$ cat config.mk
export PLATFORM = sky130hd
export DESIGN_NAME = ivu_top
export DESIGN_NICKNAME = d
export VERILOG_FILES = /design/src/ivu_pkg.sv /design/src/ivu_arbiter.sv /design/src/ivu_ext_pin.sv /design/src/ivu_top.sv
export VERILOG_INCLUDE_DIRS = /design/src
export SDC_FILE = /design/constraint.sdc
export NUM_CORES = 1
export LEC_CHECK = 0
export ABC_CLOCK_PERIOD_IN_PS = 1850
export BUFFER_PORTS_ARGS = -buffer_cell sky130_fd_sc_hd__buf_4
export CAP_MARGIN = 20
export CORE_MARGIN = 1
export CORE_UTILIZATION = 50
export DETAILED_ROUTE_END_ITERATION = 10
export GPL_TIMING_DRIVEN = 0
export PLACE_DENSITY = 0.85
export REMOVE_ABC_BUFFERS = 1
export SLEW_MARGIN = 20
export SYNTH_ARGS = -nofsm -noshare
export SYNTH_HDL_FRONTEND = slang
export SYNTH_SLANG_ARGS = --single-unit
$ cat constraint.sdc
create_clock -name pclk -period 1.85 [get_ports pclk]
set_input_delay 0.2775 -clock pclk [delete_from_list [all_inputs] [get_ports pclk]]
set_output_delay 0.2775 -clock pclk [all_outputs]
set_load 0.02 [all_outputs]
$ cat src/ivu_regs.svh
/*
 * register offsets, field positions, reset values and timing counts of the
 * two-level vectored interrupt unit.
 * assumes a 32-bit apb slave with an 8-bit byte address.
 */
`ifndef IVU_REGS_SVH
`define IVU_REGS_SVH

// ==========================================================================
// register byte offsets
`define IVU_OFS_TIMER_CONTROL_REG     8'h00
`define IVU_OFS_IE       8'h04
`define IVU_OFS_EE1      8'h08
`define IVU_OFS_EE2      8'h0C
`define IVU_OFS_IP       8'h10
`define IVU_OFS_EP1      8'h14
`define IVU_OFS_EP2      8'h18
`define IVU_OFS_PEND     8'h1C
`define IVU_OFS_STAT     8'h20

// ==========================================================================
// field positions
`define IVU_TC_A_TYPE    0
`define IVU_TC_A_PEND    1
`define IVU_TC_B_TYPE    2
`define IVU_TC_B_PEND    3
`define IVU_TC_TA_OVF    5
`define IVU_TC_TB_OVF    7
`define IVU_IE_GLOBAL    7
`define IVU_ST_ACT_LO    0
`define IVU_ST_ACT_HI    1
`define IVU_ST_CALL      2
`define IVU_ST_WVALID    3
`define IVU_ST_ORD_LSB   8

// ==========================================================================
// sources, vectors, timing
`define IVU_NSRC         21
`define IVU_ORD_PIN_A    5'h00
`define IVU_ORD_TMR_A    5'h01
`define IVU_ORD_PIN_B    5'h02
`define IVU_ORD_TMR_B    5'h03
`define IVU_SW_PEND_MASK 21'h17FFF0
`define IVU_SRC_MASK     21'h17FFFF
`define IVU_VEC_BASE     16'h0003
`define IVU_VEC_SHIFT    3
`define IVU_CALL_CLKS    3'h4
`define IVU_RST_ZERO     32'h00000000

`endif

$ cat src/ivu_pkg.sv
/*
 * types of the two-level vectored interrupt unit: sequencer states and the
 * packed state records of the pin and top modules.
 * assumes ivu_regs.svh is on the include path.
 */
`include "ivu_regs.svh"

package ivu_pkg;

   // =======================================================================
   // sequencer states
   typedef enum logic [0:0] {
      ST_RUN  = 1'b0,
      ST_CALL = 1'b1
   } ivu_seq_e;

   // =======================================================================
   // state records
   typedef struct packed {
      logic pin_prev;
      logic pend;
   } ivu_pin_s;

   typedef struct packed {
      logic                  type_a;
      logic                  type_b;
      logic                  ta_ovf;
      logic                  tb_ovf;
      logic [7:0]            ie;
      logic [7:0]            ee1;
      logic [7:0]            ee2;
      logic [7:0]            ip;
      logic [7:0]            ep1;
      logic [7:0]            ep2;
      logic [`IVU_NSRC-1:0]  pend;
      ivu_seq_e              seq;
      logic [2:0]            cnt;
      logic                  act_lo;
      logic                  act_hi;
      logic                  won_valid;
      logic                  won_high;
      logic [4:0]            won_order;
      logic                  lcall_active;
      logic [15:0]           lcall_vector;
      logic [31:0]           prdata;
      logic                  pready;
      logic                  pslverr;
   } ivu_top_s;

endpackage : ivu_pkg

$ cat src/ivu_arbiter.sv
/*
 * fixed-order arbiter: lowest order wins within each priority level.
 * assumes req is already gated by the enables.
 */
`timescale 1ns/1ps

module ivu_arbiter #(
   parameter int N  = 21,
   parameter int OW = 5
) (
   // requests
   input  wire logic [N-1:0]  req,
   input  wire logic [N-1:0]  high,
   // winners
   output logic               hit_hi,
   output logic [OW-1:0]      ord_hi,
   output logic               hit_lo,
   output logic [OW-1:0]      ord_lo
);

   // =======================================================================
   // scan from the top so the lowest order is left standing
   always_comb begin
      hit_hi = 1'b0;
      ord_hi = '0;
      hit_lo = 1'b0;
      ord_lo = '0;
      for (int i = N - 1; i >= 0; i--) begin
         if (req[i] && high[i]) begin
            hit_hi = 1'b1;
            ord_hi = OW'(i);
         end
         if (req[i] && !high[i]) begin
            hit_lo = 1'b1;
            ord_lo = OW'(i);
         end
      end
   end

endmodule // ivu_arbiter

$ cat src/ivu_ext_pin.sv
/*
 * one external interrupt pin: level or falling-edge trigger and its
 * pending flag.
 * assumes the pin is synchronous to pclk and active low.
 */
`timescale 1ns/1ps
`include "ivu_regs.svh"

module ivu_ext_pin (
   // clock and reset
   input  wire logic pclk,
   input  wire logic presetn,
   // pin and control
   input  wire logic pin_n,
   input  wire logic edge_mode,
   input  wire logic vector_ack,
   input  wire logic sw_we,
   input  wire logic sw_val,
   // flag
   output logic      pending
);
   import ivu_pkg::*;

   ivu_pin_s st_reg;
   ivu_pin_s st_next;
   logic     fall;

   // =======================================================================
   // next state
   always_comb begin
      st_next = st_reg;
      st_next.pin_prev = pin_n;
      fall = st_reg.pin_prev & ~pin_n;
      if (!edge_mode) begin
         st_next.pend = ~pin_n;
      end else if (fall) begin
         st_next.pend = 1'b1;
      end else if (vector_ack || (sw_we && !sw_val)) begin
         st_next.pend = 1'b0;
      end else if (sw_we) begin
         st_next.pend = 1'b1;
      end
   end

   always_ff @(posedge pclk or negedge presetn) begin
      if (!presetn) begin
         st_reg <= '{pin_prev: 1'b1, pend: 1'b0};
      end else begin
         st_reg <= st_next;
      end
   end

   assign pending = st_reg.pend;

   // =======================================================================
   // checks
   property p_edge_set;
      @(posedge pclk) disable iff (!presetn)
      (edge_mode && st_reg.pin_prev && !pin_n) |=> pending;
   endproperty
   a_edge_set: assert property (p_edge_set)
      else $error("falling edge did not set the pending flag");

   property p_level_track;
      @(posedge pclk) disable iff (!presetn)
      !edge_mode |=> (pending == !$past(pin_n));
   endproperty
   a_level_track: assert property (p_level_track)
      else $error("level pending flag does not follow the pin");

endmodule // ivu_ext_pin

$ cat src/ivu_top.sv
/*
 * two-level vectored interrupt unit: apb registers, external pin flags,
 * pending flags, priority decode and the long-call sequencer.
 * assumes the core pulses core_instr_done at each instruction end and
 * core_reti when a return-from-interrupt completes; never both at once.
 */
`timescale 1ns/1ps
`include "ivu_regs.svh"

module ivu_top (
   // apb slave
   input  wire logic                  pclk,
   input  wire logic                  presetn,
   input  wire logic                  psel,
   input  wire logic                  penable,
   input  wire logic                  pwrite,
   input  wire logic [7:0]            paddr,
   input  wire logic [31:0]           pwdata,
   output logic      [31:0]           prdata,
   output logic                       pready,
   output logic                       pslverr,
   // external pins
   input  wire logic                  ext_irq_pin_a_n,
   input  wire logic                  ext_irq_pin_b_n,
   // source events
   input  wire logic                  timer_a_ovf_set,
   input  wire logic                  timer_b_ovf_set,
   input  wire logic [`IVU_NSRC-1:0]  periph_irq_set,
   // core sequencer
   input  wire logic                  core_instr_done,
   input  wire logic                  core_reti,
   output logic                       lcall_active,
   output logic      [15:0]           lcall_vector
);
   import ivu_pkg::*;

   ivu_top_s              st;
   ivu_top_s              nx;
   logic                  pin_a_pending;
   logic                  pin_b_pending;
   logic [`IVU_NSRC-1:0]  pend_all;
   logic [`IVU_NSRC-1:0]  en_vec;
   logic [`IVU_NSRC-1:0]  hi_vec;
   logic [`IVU_NSRC-1:0]  eligible;
   logic                  hit_hi;
   logic                  hit_lo;
   logic [4:0]            ord_hi;
   logic [4:0]            ord_lo;
   logic                  acc;
   logic                  wr;
   logic                  tc_we;
   logic                  grant;
   logic                  ack_a;
   logic                  ack_b;
   logic                  ack_ta;
   logic                  ack_tb;
   logic [7:0]            tc_rd;
   logic [31:0]           st_rd;
   logic [31:0]           rd;
   logic                  hit;

   // =======================================================================
   // external pins
   ivu_ext_pin u_pin_a (
      .pclk       (pclk),
      .presetn    (presetn),
      .pin_n      (ext_irq_pin_a_n),
      .edge_mode  (st.type_a),
      .vector_ack (ack_a),
      .sw_we      (tc_we),
      .sw_val     (pwdata[`IVU_TC_A_PEND]),
      .pending    (pin_a_pending)
   );

   ivu_ext_pin u_pin_b (
      .pclk       (pclk),
      .presetn    (presetn),
      .pin_n      (ext_irq_pin_b_n),
      .edge_mode  (st.type_b),
      .vector_ack (ack_b),
      .sw_we      (tc_we),
      .sw_val     (pwdata[`IVU_TC_B_PEND]),
      .pending    (pin_b_pending)
   );

   // =======================================================================
   // request vectors and arbitration
   always_comb begin
      pend_all = st.pend;
      pend_all[`IVU_ORD_PIN_A] = pin_a_pending;
      pend_all[`IVU_ORD_TMR_A] = st.ta_ovf;
      pend_all[`IVU_ORD_PIN_B] = pin_b_pending;
      pend_all[`IVU_ORD_TMR_B] = st.tb_ovf;
      en_vec   = {st.ee2[6:0], st.ee1, st.ie[5:0]};
      hi_vec   = {st.ep2[6:0], st.ep1, st.ip[5:0]};
      eligible = pend_all & en_vec & `IVU_SRC_MASK
               & {`IVU_NSRC{st.ie[`IVU_IE_GLOBAL]}};
   end

   ivu_arbiter #(
      .N  (`IVU_NSRC),
      .OW (5)
   ) u_arb (
      .req    (eligible),
      .high   (hi_vec),
      .hit_hi (hit_hi),
      .ord_hi (ord_hi),
      .hit_lo (hit_lo),
      .ord_lo (ord_lo)
   );

   // =======================================================================
   // grant and hardware clears
   always_comb begin
      grant  = (st.seq == ST_RUN) && core_instr_done && st.won_valid;
      ack_a  = grant && (st.won_order == `IVU_ORD_PIN_A);
      ack_ta = grant && (st.won_order == `IVU_ORD_TMR_A);
      ack_b  = grant && (st.won_order == `IVU_ORD_PIN_B);
      ack_tb = grant && (st.won_order == `IVU_ORD_TMR_B);
   end

   // =======================================================================
   // register read view
   always_comb begin
      tc_rd = '0;
      tc_rd[`IVU_TC_A_TYPE] = st.type_a;
      tc_rd[`IVU_TC_A_PEND] = pin_a_pending;
      tc_rd[`IVU_TC_B_TYPE] = st.type_b;
      tc_rd[`IVU_TC_B_PEND] = pin_b_pending;
      tc_rd[`IVU_TC_TA_OVF] = st.ta_ovf;
      tc_rd[`IVU_TC_TB_OVF] = st.tb_ovf;
      st_rd = '0;
      st_rd[`IVU_ST_ACT_LO] = st.act_lo;
      st_rd[`IVU_ST_ACT_HI] = st.act_hi;
      st_rd[`IVU_ST_CALL]   = st.lcall_active;
      st_rd[`IVU_ST_WVALID] = st.won_valid;
      st_rd[`IVU_ST_ORD_LSB +: 5] = st.won_order;
      hit = 1'b1;
      rd  = '0;
      unique case (paddr)
         `IVU_OFS_TIMER_CONTROL_REG: rd = {24'h000000, tc_rd};
         `IVU_OFS_IE:   rd = {24'h000000, st.ie};
         `IVU_OFS_EE1:  rd = {24'h000000, st.ee1};
         `IVU_OFS_EE2:  rd = {24'h000000, st.ee2};
         `IVU_OFS_IP:   rd = {24'h000000, st.ip};
         `IVU_OFS_EP1:  rd = {24'h000000, st.ep1};
         `IVU_OFS_EP2:  rd = {24'h000000, st.ep2};
         `IVU_OFS_PEND: rd = {11'h000, pend_all};
         `IVU_OFS_STAT: rd = st_rd;
         default:       hit = 1'b0;
      endcase
   end

   // =======================================================================
   // next state
   always_comb begin
      nx    = st;
      acc   = psel && penable && st.pready;
      wr    = acc && pwrite;
      tc_we = wr && (paddr == `IVU_OFS_TIMER_CONTROL_REG);

      // apb: answer in the access phase, zero wait states
      nx.pready  = psel && !penable;
      nx.pslverr = psel && !penable && !hit;
      nx.prdata  = (psel && !penable && !pwrite) ? rd : `IVU_RST_ZERO;
      if (wr) begin
         unique case (paddr)
            `IVU_OFS_TIMER_CONTROL_REG: begin
               nx.type_a = pwdata[`IVU_TC_A_TYPE];
               nx.type_b = pwdata[`IVU_TC_B_TYPE];
            end
            `IVU_OFS_IE:   nx.ie  = pwdata[7:0];
            `IVU_OFS_EE1:  nx.ee1 = pwdata[7:0];
            `IVU_OFS_EE2:  nx.ee2 = pwdata[7:0];
            `IVU_OFS_IP:   nx.ip  = pwdata[7:0];
            `IVU_OFS_EP1:  nx.ep1 = pwdata[7:0];
            `IVU_OFS_EP2:  nx.ep2 = pwdata[7:0];
            `IVU_OFS_PEND: nx.pend = pwdata[`IVU_NSRC-1:0] & `IVU_SW_PEND_MASK;
            default: ;
         endcase
      end

      // timer flags: set wins over any clear
      if (tc_we) begin
         nx.ta_ovf = pwdata[`IVU_TC_TA_OVF];
         nx.tb_ovf = pwdata[`IVU_TC_TB_OVF];
      end else begin
         nx.ta_ovf = st.ta_ovf && !ack_ta;
         nx.tb_ovf = st.tb_ovf && !ack_tb;
      end
      nx.ta_ovf = nx.ta_ovf || timer_a_ovf_set;
      nx.tb_ovf = nx.tb_ovf || timer_b_ovf_set;
      nx.pend   = nx.pend | (periph_irq_set & `IVU_SW_PEND_MASK);

      // detect: decode every clock against the active service level
      nx.won_valid = (hit_hi && !st.act_hi)
                  || (hit_lo && !st.act_hi && !st.act_lo);
      nx.won_high  = hit_hi && !st.act_hi;
      nx.won_order = (hit_hi && !st.act_hi) ? ord_hi : ord_lo;

      // long-call sequencer
      unique case (st.seq)
         ST_RUN: begin
            if (core_reti) begin
               // no call at the return itself: next instruction runs first
               if (st.act_hi) begin
                  nx.act_hi = 1'b0;
               end else begin
                  nx.act_lo = 1'b0;
               end
               nx.won_valid = 1'b0;
            end else if (grant) begin
               nx.seq          = ST_CALL;
               nx.cnt          = `IVU_CALL_CLKS - 3'h1;
               nx.lcall_active = 1'b1;
               nx.lcall_vector = `IVU_VEC_BASE
                  + ({11'h000, st.won_order} << `IVU_VEC_SHIFT);
               nx.won_valid    = 1'b0;
               if (st.won_high) begin
                  nx.act_hi = 1'b1;
               end else begin
                  nx.act_lo = 1'b1;
               end
            end
         end
         ST_CALL: begin
            nx.won_valid = 1'b0;
            if (st.cnt == 3'h0) begin
               nx.seq          = ST_RUN;
               nx.lcall_active = 1'b0;
            end else begin
               nx.cnt = st.cnt - 3'h1;
            end
         end
      endcase
   end

   always_ff @(posedge pclk or negedge presetn) begin
      if (!presetn) begin
         st <= '0;
      end else begin
         st <= nx;
      end
   end

   assign prdata       = st.prdata;
   assign pready       = st.pready;
   assign pslverr      = st.pslverr;
   assign lcall_active = st.lcall_active;
   assign lcall_vector = st.lcall_vector;

   // =======================================================================
   // checks
   property p_call_len;
      @(posedge pclk) disable iff (!presetn)
      $rose(lcall_active) |-> lcall_active [*4] ##1 !lcall_active;
   endproperty
   a_call_len: assert property (p_call_len)
      else $error("long call did not last four clocks");

   property p_vec_form;
      @(posedge pclk) disable iff (!presetn)
      $rose(lcall_active) |-> (lcall_vector[2:0] == 3'h3)
         && (lcall_vector != 16'h009B) && (lcall_vector <= 16'h00A3);
   endproperty
   a_vec_form: assert property (p_vec_form)
      else $error("vector address outside the table");

   property p_no_preempt_hi;
      @(posedge pclk) disable iff (!presetn)
      $rose(lcall_active) |-> !$past(st.act_hi) && st.act_hi | st.act_lo;
   endproperty
   a_no_preempt_hi: assert property (p_no_preempt_hi)
      else $error("call started while high service active");

   property p_global_off;
      @(posedge pclk) disable iff (!presetn)
      !st.ie[`IVU_IE_GLOBAL] |=> !st.won_valid ##1 !$rose(lcall_active);
   endproperty
   a_global_off: assert property (p_global_off)
      else $error("request raised with global enable clear");

   property p_reti_gap;
      @(posedge pclk) disable iff (!presetn)
      (core_reti && st.seq == ST_RUN) |=> !lcall_active ##1 !$rose(lcall_active);
   endproperty
   a_reti_gap: assert property (p_reti_gap)
      else $error("call issued without an instruction after return");

   property p_tmr_a_clear;
      @(posedge pclk) disable iff (!presetn)
      ($rose(lcall_active) && lcall_vector == 16'h000B
         && !$past(timer_a_ovf_set) && !$past(tc_we)) |-> !st.ta_ovf;
   endproperty
   a_tmr_a_clear: assert property (p_tmr_a_clear)
      else $error("timer a flag not cleared on vectoring");

endmodule // ivu_top

==> impl_metrics.ini <==
[timing]
hold_ws_ps = 40.0
tns_ps = -396
fmax_mhz = 509
slew_viol_final = 0
clock_skew_ps = 7.79
worst_pin_slew_ps = 532
rsz0062_at_grt = yes
slew_headroom = 0.645
setup_ws_ps = -115
min_period_ps = 1960
setup_viol = 5
fin_crit_sh = 1.06
hold_violations = 0

[global_routing]
grt_pass1_vias = 5016
antenna_found_initial = 0
grt_use_total = 0.288
grt_start_max_net_pins = 115
grt_pass1_wl_mm = 27.5
grt_overflow_total = 0

[setup_path]
end_kind = flop
cp.arrival_ps = 2270
required_ps = 2160
slowest_delay_ps = 490
r2r_setup_slack_ps = -110
r2r_start = st[132]
cp_top_family = simple AND/OR/NAND/NOR gates
path_max_fanout = 12
r2r-end = st[53]
cp_slowest_cell = dfrtp_4
critPathBufInv = 1
critPathKind = flop to flop
worstPathCellList = buf_12 -> and4_4 -> nor4b_4 -> a41oi_4 -> nor2_8 -> nand3b_1 -> o31ai_2
r2r.worst_path.cells = 7
worst_setup_path_start_kind = flop

[detailed_routing]
wl_per_cell_um = 21.1
vias = 5102
first_pass_iters = 5
drc = 0
drt.antenna.violating_nets = 0
drtIter0Drc = 472
viasPerCell = 6.04
wl_mm = 17.8

[floorplan]
die_x_um = 114
std_cell_rows = 40
io_pins = 123
core_region_area_um2 = 12100
start_util = 0.516
fp.dieArea_um2 = 12900
die_h_um = 114

[final_layout]
drive_above_1_share = 0.338
fin_util = 0.622
area_growth_pct = 20.7
n_antenna_cell = 0
finalNetCount = 738
stdcell_count = 845
nFillCells = 950

[cts]
clockBufferDepth = 2
clockRootBuffer = clkbuf_16
worstSkewPairLatency_ps = 420
cts_made_buffers = 17
cts_max_level = 4
cts_tree = yes
clock-sinks = 114
clkTransAtPathRegs_ps = 50

[logic_synthesis]
yosysMostFrequentCell = dfrtp_1
yosysSeqAreaShare = 0.459
synth_enable_flop_cells = 0
syn_inst = 594
synth-async-reset-ratio = 1.00
yosys.area.top_type = dfrtp_1
synth_top_area_frac = 0.451
synth-seq-cells = 114
ys_types = 68
synth_area_leaders = dfrtp_1, mux2_2, buf_4
ys.warnings.count = 0
synth_common_cells = dfrtp_1, nand2_1, buf_4, mux2_2, nor2_1
avgSynthCellArea_um2 = 10.5
ys.flop_type = dfrtp_1
synth_area_um2 = 6220

[worst_hold_path]
holdCritPathClass = primary input to flop
whs_path_depth = 2
min_to = pready
worstHoldStart = penable

[pwr]
power_density_nw_per_um2 = 813
p_leak_nw = 3.57
finalPower_mw = 6.10
vdd_ir_drop_max_v = 0.000641

[run_status]
violations = setup timing
status = complete, but fails checks

[placed_design]
placed_cells = 796
hpwl_mm = 11.9
routabilityCongestion = 0.940
portBuffers = 84

[run]
cap_violations = 0
==> metal layers <==
| layer | routed length, µm | GRT usage |
|---|---|---|
| met1 | 7210 | 0.364 |
| met2 | 8500 | 0.470 |
| met3 | 1570 | 0.0712 |
| met4 | 550 | 0.125 |
| met5 | 0 | 0 |
==> kinds of logic (layout without fill, tap and decap cells) <==
| group | Yosys count | count (layout) | synth area share |
|---|---|---|---|
| fa+ha+maj | 2 | 2 | 0.00402 |
| compound gates | 91 | 91 | 0.103 |
| other cells | 1 | 21 | 0.000603 |
| xor+xnor | 1 | 1 | 0.00141 |
| flops | 114 | 114 | 0.459 |
| buf+inv | 79 | 142 | 0.0873 |
| simple gates | 241 | 241 | 0.229 |
| mux | 65 | 65 | 0.115 |
==> repair_timing <==
| action | in CTS | in global routing |
|---|---|---|
| hold buffers | 2 | 1 |
| endpoints found under the setup margin | 52 | 39 |
| resized for setup | 26 | 10 |
| buffers inserted | 11 | 2 |
| pin swaps | 13 | 3 |
| endpoints found under the hold margin | 2 | 53 |
==> area by class of cell <==
class                   instances  area, µm²  share of cell area
clock inverters                12        138              0.0183
repair buffers                101        822               0.109
flip-flops and latches        114       2860               0.381
inverters                       9       36.3             0.00483
multi-input cells             421       2990               0.398
well taps                     168        210              0.0280
clock buffers                  20        457              0.0608
==> worst max path at each step <==
stage	depth (start not counted)	end	from	slack, ps
4_1_cts	7	st[53]	st[132]	-130
2_1_floorplan	6	st[53]	st[132]	-330
3_3_place_gp	6	st[51]	st[132]	-980
6_report	7	st[53]	st[132]	-110
3_5_place_dp	6	pend_all[17]	paddr[5]	-770
5_1_grt	7	st[52]	st[132]	-210
==> power by group <==
part | switching, mW | internal [mW]
clock | 1.12 | 2.16
combinational | 0.176 | 0.119
sequential | 0.0114 | 2.51
total | 1.31 | 4.79
==> cell usage in the layout (no fill, tap or decap), types with 11 or more instances in the layout <==
cell type / Yosys / layout
a22oi_1: 11 / 11
mux2_2: 50 / 50
o21ai_0: 16 / 15
dfrtp_1: 112 / 111
conb_1: 1 / 21
nand3_1: 15 / 14
mux2i_1: 13 / 13
nand3b_1: 18 / 18
buf_4: 50 / 93
nand4_1: 14 / 14
nor2_1: 34 / 31
clkbuf_16: 0 / 17
nand2_1: 79 / 76
a21oi_1: 15 / 15
==> per-stage QoR <==
stage               instance area, µm²  setup WS (ps)
floorplan                         5790           -325
global route                      7510           -206
finish                            7510           -115
global placement                  6630           -985
detailed placement                6630           -775
CTS                               7410           -133
==> worst register-to-register path: stages, from the launching register on <==
cell	delay, ps
dfrtp_4	490
buf_12	160
and4_4	170
nor4b_4	410
a41oi_4	210
nor2_8	190
nand3b_1	150
o31ai_2	70
Note: power is estimated with default switching activity, not from simulation.
